<file path="src/pkg/scss_pkg.sv">
// package for the system clock source select block
`default_nettype none
package scss_pkg;
  // configuration oscillator select encodings
  typedef enum logic [2:0] {
    SCSS_CFG_LP_XTAL = 3'h0,
    SCSS_CFG_XT_XTAL = 3'h1,
    SCSS_CFG_HS_XTAL = 3'h2,
    SCSS_CFG_EC_LOW  = 3'h3,
    SCSS_CFG_EC_MED  = 3'h4,
    SCSS_CFG_EC_HIGH = 3'h5,
    SCSS_CFG_INTOSC  = 3'h6,
    SCSS_CFG_SPARE   = 3'h7
  } scss_cfg_e;
  // system clock select field
  typedef enum logic [1:0] {
    SCSS_SEL_CONFIG = 2'h0,
    SCSS_SEL_SECOND = 2'h1,
    SCSS_SEL_INT_A  = 2'h2,
    SCSS_SEL_INT_B  = 2'h3
  } scss_sel_e;
  // internal oscillator frequency select
  typedef enum logic [1:0] {
    SCSS_INT_FAST = 2'h0,
    SCSS_INT_MID  = 2'h1,
    SCSS_INT_SLOW = 2'h2,
    SCSS_INT_RSVD = 2'h3
  } scss_int_e;
  // mux source indices
  localparam logic [2:0] SCSS_SRC_EXT = 3'h0;
  localparam logic [2:0] SCSS_SRC_SEC = 3'h1;
  localparam logic [2:0] SCSS_SRC_FAST = 3'h2;
  localparam logic [2:0] SCSS_SRC_MID = 3'h3;
  localparam logic [2:0] SCSS_SRC_SLOW = 3'h4;
  localparam int SCSS_NSRC = 5;
  // amplifier gain codes
  localparam logic [1:0] SCSS_GAIN_OFF = 2'h0;
  localparam logic [1:0] SCSS_GAIN_LOW = 2'h1;
  localparam logic [1:0] SCSS_GAIN_MID = 2'h2;
  localparam logic [1:0] SCSS_GAIN_HIGH = 2'h3;
  // external clock power ranges
  localparam logic [1:0] SCSS_PWR_NONE = 2'h0;
  localparam logic [1:0] SCSS_PWR_LOW = 2'h1;
  localparam logic [1:0] SCSS_PWR_MED = 2'h2;
  localparam logic [1:0] SCSS_PWR_HIGH = 2'h3;
  // startup timer length, in source edges
  localparam int SCSS_OST_EDGES = 1024;
  localparam logic [10:0] SCSS_OST_LAST = 11'(SCSS_OST_EDGES);
  // oscillator control fields
  typedef struct packed {
    scss_sel_e system_clock_select;
    scss_int_e int_freq_select;
  } scss_ctrl_s;
  // pad control outputs
  typedef struct packed {
    logic [1:0] amp_gain;
    logic [1:0] ext_power;
    logic crystal_out_released;
    logic clock_output_en;
  } scss_pad_s;
endpackage
`default_nettype wire

</file>
<file path="src/hdl/scss_top.sv">
// system clock source select with glitch-free switch and startup timer
`timescale 1ns/1ns
`default_nettype none
module scss_top (
  input wire logic core_clk,
  input wire logic nrst,
  input wire scss_pkg::scss_cfg_e config_oscillator_select,
  input wire scss_pkg::scss_ctrl_s oscillator_control_reg,
  input wire logic [scss_pkg::SCSS_NSRC-1:0] src_level,
  input wire logic clock_output_pin_request,
  output logic sys_clk_en,
  output logic [2:0] active_source,
  output logic switch_busy,
  output logic startup_done,
  output scss_pkg::scss_pad_s pad_ctrl
);
  // two-stage synchronisers on the source clocks
  logic [scss_pkg::SCSS_NSRC-1:0] sync1_reg, sync1_next;
  logic [scss_pkg::SCSS_NSRC-1:0] sync2_reg, sync2_next;
  logic [scss_pkg::SCSS_NSRC-1:0] prev_reg, prev_next;
  logic [scss_pkg::SCSS_NSRC-1:0] rise;
  logic [2:0] cur_reg, cur_next;
  logic [2:0] pend_reg, pend_next;
  logic busy_reg, busy_next;
  logic [10:0] ost_reg, ost_next;
  logic ost_done_reg, ost_done_next;
  logic en_reg, en_next;
  scss_pkg::scss_pad_s pad_reg, pad_next;
  logic [2:0] want;
  logic cfg_ext;
  logic cfg_ec;

  // external source uses the configuration encodings
  function automatic logic is_ec(input scss_pkg::scss_cfg_e c);
    is_ec = (c == scss_pkg::SCSS_CFG_EC_LOW) || (c == scss_pkg::SCSS_CFG_EC_MED) ||
            (c == scss_pkg::SCSS_CFG_EC_HIGH);
  endfunction

  function automatic logic [2:0] int_src(input scss_pkg::scss_int_e f);
    unique case (f)
      scss_pkg::SCSS_INT_FAST: int_src = scss_pkg::SCSS_SRC_FAST;
      scss_pkg::SCSS_INT_MID: int_src = scss_pkg::SCSS_SRC_MID;
      scss_pkg::SCSS_INT_SLOW: int_src = scss_pkg::SCSS_SRC_SLOW;
      scss_pkg::SCSS_INT_RSVD: int_src = scss_pkg::SCSS_SRC_SLOW;
    endcase
  endfunction

  assign cfg_ec = is_ec(config_oscillator_select);
  assign cfg_ext = config_oscillator_select != scss_pkg::SCSS_CFG_INTOSC;
  assign rise = sync2_reg & ~prev_reg;

  // source the select field asks for
  always_comb begin
    unique case (oscillator_control_reg.system_clock_select)
      scss_pkg::SCSS_SEL_CONFIG: want = cfg_ext ? scss_pkg::SCSS_SRC_EXT :
                                        int_src(oscillator_control_reg.int_freq_select);
      scss_pkg::SCSS_SEL_SECOND: want = scss_pkg::SCSS_SRC_SEC;
      scss_pkg::SCSS_SEL_INT_A,
      scss_pkg::SCSS_SEL_INT_B: want = int_src(oscillator_control_reg.int_freq_select);
    endcase
  end

  always_comb begin
    sync1_next = src_level;
    sync2_next = sync1_reg;
    prev_next = sync2_reg;
    cur_next = cur_reg;
    pend_next = pend_reg;
    busy_next = busy_reg;
    ost_next = ost_reg;
    ost_done_next = ost_done_reg;
    en_next = 1'b0;
    if (!busy_reg && want != cur_reg) begin
      // wait for a new source edge before handing over
      busy_next = 1'b1;
      pend_next = want;
      ost_next = '0;
      ost_done_next = (want != scss_pkg::SCSS_SRC_EXT) || cfg_ec;
    end else if (busy_reg) begin
      if (rise[pend_reg]) begin
        if (ost_done_reg) begin
          cur_next = pend_reg;
          busy_next = 1'b0;
          en_next = 1'b1;
        end else if (ost_reg == scss_pkg::SCSS_OST_LAST - 11'h1) begin
          ost_done_next = 1'b1;
        end else begin
          ost_next = ost_reg + 11'h1;
        end
      end
    end else begin
      // one enable per edge of the live source; none while it stands still
      en_next = rise[cur_reg] && ost_done_reg;
    end
    pad_next.amp_gain = scss_pkg::SCSS_GAIN_OFF;
    pad_next.ext_power = scss_pkg::SCSS_PWR_NONE;
    unique case (config_oscillator_select)
      scss_pkg::SCSS_CFG_LP_XTAL: pad_next.amp_gain = scss_pkg::SCSS_GAIN_LOW;
      scss_pkg::SCSS_CFG_XT_XTAL: pad_next.amp_gain = scss_pkg::SCSS_GAIN_MID;
      scss_pkg::SCSS_CFG_HS_XTAL: pad_next.amp_gain = scss_pkg::SCSS_GAIN_HIGH;
      scss_pkg::SCSS_CFG_EC_LOW: pad_next.ext_power = scss_pkg::SCSS_PWR_LOW;
      scss_pkg::SCSS_CFG_EC_MED: pad_next.ext_power = scss_pkg::SCSS_PWR_MED;
      scss_pkg::SCSS_CFG_EC_HIGH: pad_next.ext_power = scss_pkg::SCSS_PWR_HIGH;
      scss_pkg::SCSS_CFG_INTOSC,
      scss_pkg::SCSS_CFG_SPARE: pad_next.amp_gain = scss_pkg::SCSS_GAIN_OFF;
    endcase
    pad_next.crystal_out_released = cfg_ec || !cfg_ext;
    pad_next.clock_output_en = pad_next.crystal_out_released && clock_output_pin_request;
  end

  always_ff @(posedge core_clk) begin
    if (!nrst) begin
      sync1_reg <= '0;
      sync2_reg <= '0;
      prev_reg <= '0;
      cur_reg <= scss_pkg::SCSS_SRC_SLOW;
      pend_reg <= scss_pkg::SCSS_SRC_SLOW;
      busy_reg <= 1'b0;
      ost_reg <= '0;
      ost_done_reg <= 1'b1;
      en_reg <= 1'b0;
      pad_reg <= '0;
    end else begin
      sync1_reg <= sync1_next;
      sync2_reg <= sync2_next;
      prev_reg <= prev_next;
      cur_reg <= cur_next;
      pend_reg <= pend_next;
      busy_reg <= busy_next;
      ost_reg <= ost_next;
      ost_done_reg <= ost_done_next;
      en_reg <= en_next;
      pad_reg <= pad_next;
    end
  end

  assign sys_clk_en = en_reg;
  assign active_source = cur_reg;
  assign switch_busy = busy_reg;
  assign startup_done = ost_done_reg;
  assign pad_ctrl = pad_reg;
endmodule // scss_top
`default_nettype wire

</file>
<file path="config.mk">
export PLATFORM = sky130hd
export DESIGN_NAME = scss_top
export DESIGN_NICKNAME = d
export VERILOG_FILES = /design/src/pkg/scss_pkg.sv /design/src/hdl/scss_top.sv
export SDC_FILE = /design/constraint.sdc
export NUM_CORES = 1
export LEC_CHECK = 0
export BUFFER_PORTS_ARGS = -buffer_cell sky130_fd_sc_hd__buf_2
export CAP_MARGIN = 5
export CORE_MARGIN = 2
export CORE_UTILIZATION = 60
export CTS_CLUSTER_SIZE = 40
export DETAILED_ROUTE_END_ITERATION = 7
export GPL_TIMING_DRIVEN = 0
export PLACE_DENSITY = 0.94
export RECOVER_POWER = 25
export SYNTH_ARGS = -nofsm -noshare
export SYNTH_HDL_FRONTEND = slang
export SYNTH_SLANG_ARGS = --single-unit
</file>
<file path="constraint.sdc">
create_clock -name core_clk -period 3 [get_ports core_clk]
set_input_delay 0.6 -clock core_clk [delete_from_list [all_inputs] [get_ports core_clk]]
set_output_delay 0.6 -clock core_clk [all_outputs]
set_load 0.01 [all_outputs]
</file>
==> run summary <==
Outcome - completed
Minimum clock period - 2.05 ns
Sequential-to-total area share from yosys stat - 45.0%
H-tree depth - 2
Share of layout cells above drive strength 1 - 26.0%
Die Wd - 59.1 um
Core area - 0.00298 sq mm
Yosys warns - 0
Synth Area per Inst - 9.85 sq um
Max reg flops - 11
Num CTS Buffers - 5
Max Clock Skew - 0.0140 ns
Cell count after synthesis - 185
Number of synthesized flops with an enable pin - 0
Peak VDD IR - 0.324 mV
Synth area leaders - dfxtp_1 (45%), and2_1 (5.5%), a211oi_2 (4.1%)
Final setup TNS - 0 ns
Max stage delay on crit path - 0.48 ns
Post-route DRC - 0
RSZ-0062 raised after global routing - false
Critical Path End Type - flip-flop
Global route overflow - 0
CTS tree - yes
Max-slew violation count - 0
First-pass GRT wire length - 5.77 mm
Hold Path Origin - src_level[4]
Synth area leader - dfxtp_1
Antenna viol nets, final - 0
Reg clk slew, reported paths - 0.13 ns
Final layout net count - 234
Vias post-DR - 1479
Starting DRC count in detailed routing - 67
Leak - 0.762 nW
Tot GR Track Use - 21.9%
Layout fillers - 233
Number of global-route vias before repair - 1404
Die Ht - 59.1 um
Ports - 27
Routability cong. - 0.923
Post-CTS Setup Inserts - 0
Worst slew margin - 48.8%
Post-CTS sizing - 0
Worst r2r src - ost_reg[0]$_SDFFE_PP0P_
Inserted Diodes - 0
TritonCTS sink count - 41
Startpoint class of the critical path - flip-flop
Final core utilization - 69.7%
Port bufs - 26
Fmax - 488 MHz
Tot Pwr - 0.00104 W
Setup violators final - 0
Full die area - 0.00350 sq mm
Ys flop type - dfxtp_1
Max-Cap Viols - 0
Synthesized cell area - 0.00182 sq mm
CP Data Arrival Time - 2.34 ns
Pin count of the biggest net entering global routing - 15
Hold Path Depth - 2
Worst r2r path cells - 7
Initial Utilization - 61.2%
WL/cell - 13.6 um
Number of hold buffers added after cts - 0
WL final - 3.43 mm
Cell chain of the critical path - ha_1 -> nand2_1 -> nor4_2 -> or2_2 -> buf_6 -> or4_1 -> a211oi_2
Worst min path class - in -> reg
P&R area growth vs syn - 13.9%
Crit Path Max Fanout - 10
Seq cells post-synth - 41
Crit Path Class - reg -> reg
Actual slew at the worst max-slew pin - 0.762 ns
Count of unique library cells instantiated by Yosys - 52
Synth top area share - 45.0%
Final Hold Viols - 0
1st-pass router iterations - 4
Worst Path Required - 3.29 ns
Post-synth ARST share - 0%
CTS max path bufs - 2
Critical path origin - ost_reg[0]$_SDFFE_PP0P_
DP HPWL - 2.52 mm
Commonest non-fill, non-tap cell in the layout - dfxtp_1
Syn_nets - 201
Fin crit share - 68.3%
CTS Root Buffer Type - clkbuf_4
Vias per inst - 5.87
Slowest stage cell, crit path - or4_1
Initial antenna violation count - 0
Pwr Density - 503 mW/mm^2
Rows - 20
Clock latency on the worst-skew pair - 0.35 ns
Commonest non-fill, non-tap cells in the layout - dfxtp_1 (41), buf_2 (25), nand2_1 (11), and2_1 (11)
worst max-delay path: cells and delay by family, from the launching register on:
kind	cells	cell delay (ns)
AO/OA/AOI/OAI	1	0.21
flip-flops	1	0.36
adder cells (fa/ha/maj)	1	0.23
AND/OR/NAND/NOR	4	1.04
buffers and inverters	1	0.14
cells in the mapped netlist (2+ instances only):
library cell / number
a211oi_1: 5
a211oi_2: 6
a21oi_1: 3
a31o_2: 3
a31oi_2: 2
and2_1: 16
buf_1: 3
buf_6: 2
dfxtp_1: 41
inv_1: 9
mux2i_1: 3
mux4_2: 2
nand2_1: 11
nand2b_1: 5
nand3_1: 7
nand3b_1: 3
nand4_1: 3
nor2_1: 9
nor2b_1: 4
nor3_1: 2
nor4_1: 2
nor4b_1: 2
o21ai_0: 6
o21ai_1: 2
o31ai_1: 3
o41ai_1: 2
or4_1: 2
xnor2_1: 2
xor2_1: 2
per-layer routing:
metal  vias up  GRT usage, %  routed length [um]
met3         8          4.80                 145
met5         -             0                   0
met1       689          25.1                1550
met2        44          38.9                1680
li1        738             -                   -
met4         0          9.74                  57
metrics by stage:
step / area, sq um / hold slack [ns] / setup slack, ns / instances
after floorplan: 1820 / 0.412 / 1.05 / 185
after global placement: 1990 / 0.413 / 0.720 / 244
after detailed placement: 1990 / 0.427 / 0.700 / 244
after CTS: 2080 / 0.438 / 0.950 / 252
after global routing: 2080 / 0.436 / 0.805 / 252
final: 2080 / 0.438 / 0.952 / 252
path summary, 6_finish.rpt:
kind | slack (ns) | end
setup / recovery | 0.95 | ost_reg[4]$_SDFFE_PP0P_
hold / removal | 0.44 | sync1_reg[4]$_SDFF_PN0_
setup reg to reg | 0.95 | ost_reg[4]$_SDFFE_PP0P_
hold reg to reg | 0.45 | prev_next[4]$_SDFF_PN0_
kinds of logic after synthesis:
| family | after synthesis | synth area share (%) |
|---|---|---|
| mux | 6 | 4.74 |
| xor+xnor | 4 | 1.92 |
| flops | 41 | 45.0 |
| simple gates | 76 | 24.7 |
| compound gates | 39 | 18.1 |
| fa+ha+maj | 1 | 0.686 |
| buf+inv | 18 | 4.80 |
area by class of cell:
type / instances / area, sq um / share of cell area (%)
Tap cell: 33 / 41.3 / 1.99
Buffer: 8 / 50.0 / 2.41
Multi-Input combinational cell: 126 / 915 / 44.1
Timing Repair Buffer: 26 / 128 / 6.15
Inverter: 10 / 37.5 / 1.81
Clock inverter: 3 / 46.3 / 2.23
Sequential cell: 41 / 821 / 39.5
Clock buffer: 5 / 37.5 / 1.81
report_power, final:
group | leakage (nW) | total, W | switching (W) | internal, W
clock network | 0.0414 | 0.000364 | 0.000187 | 0.000177
registers | 0.335 | 0.000575 | 0.0000112 | 0.000563
logic | 0.386 | 0.000107 | 0.0000616 | 0.0000450
No activity file was read; power rests on OpenSTA's default activity.
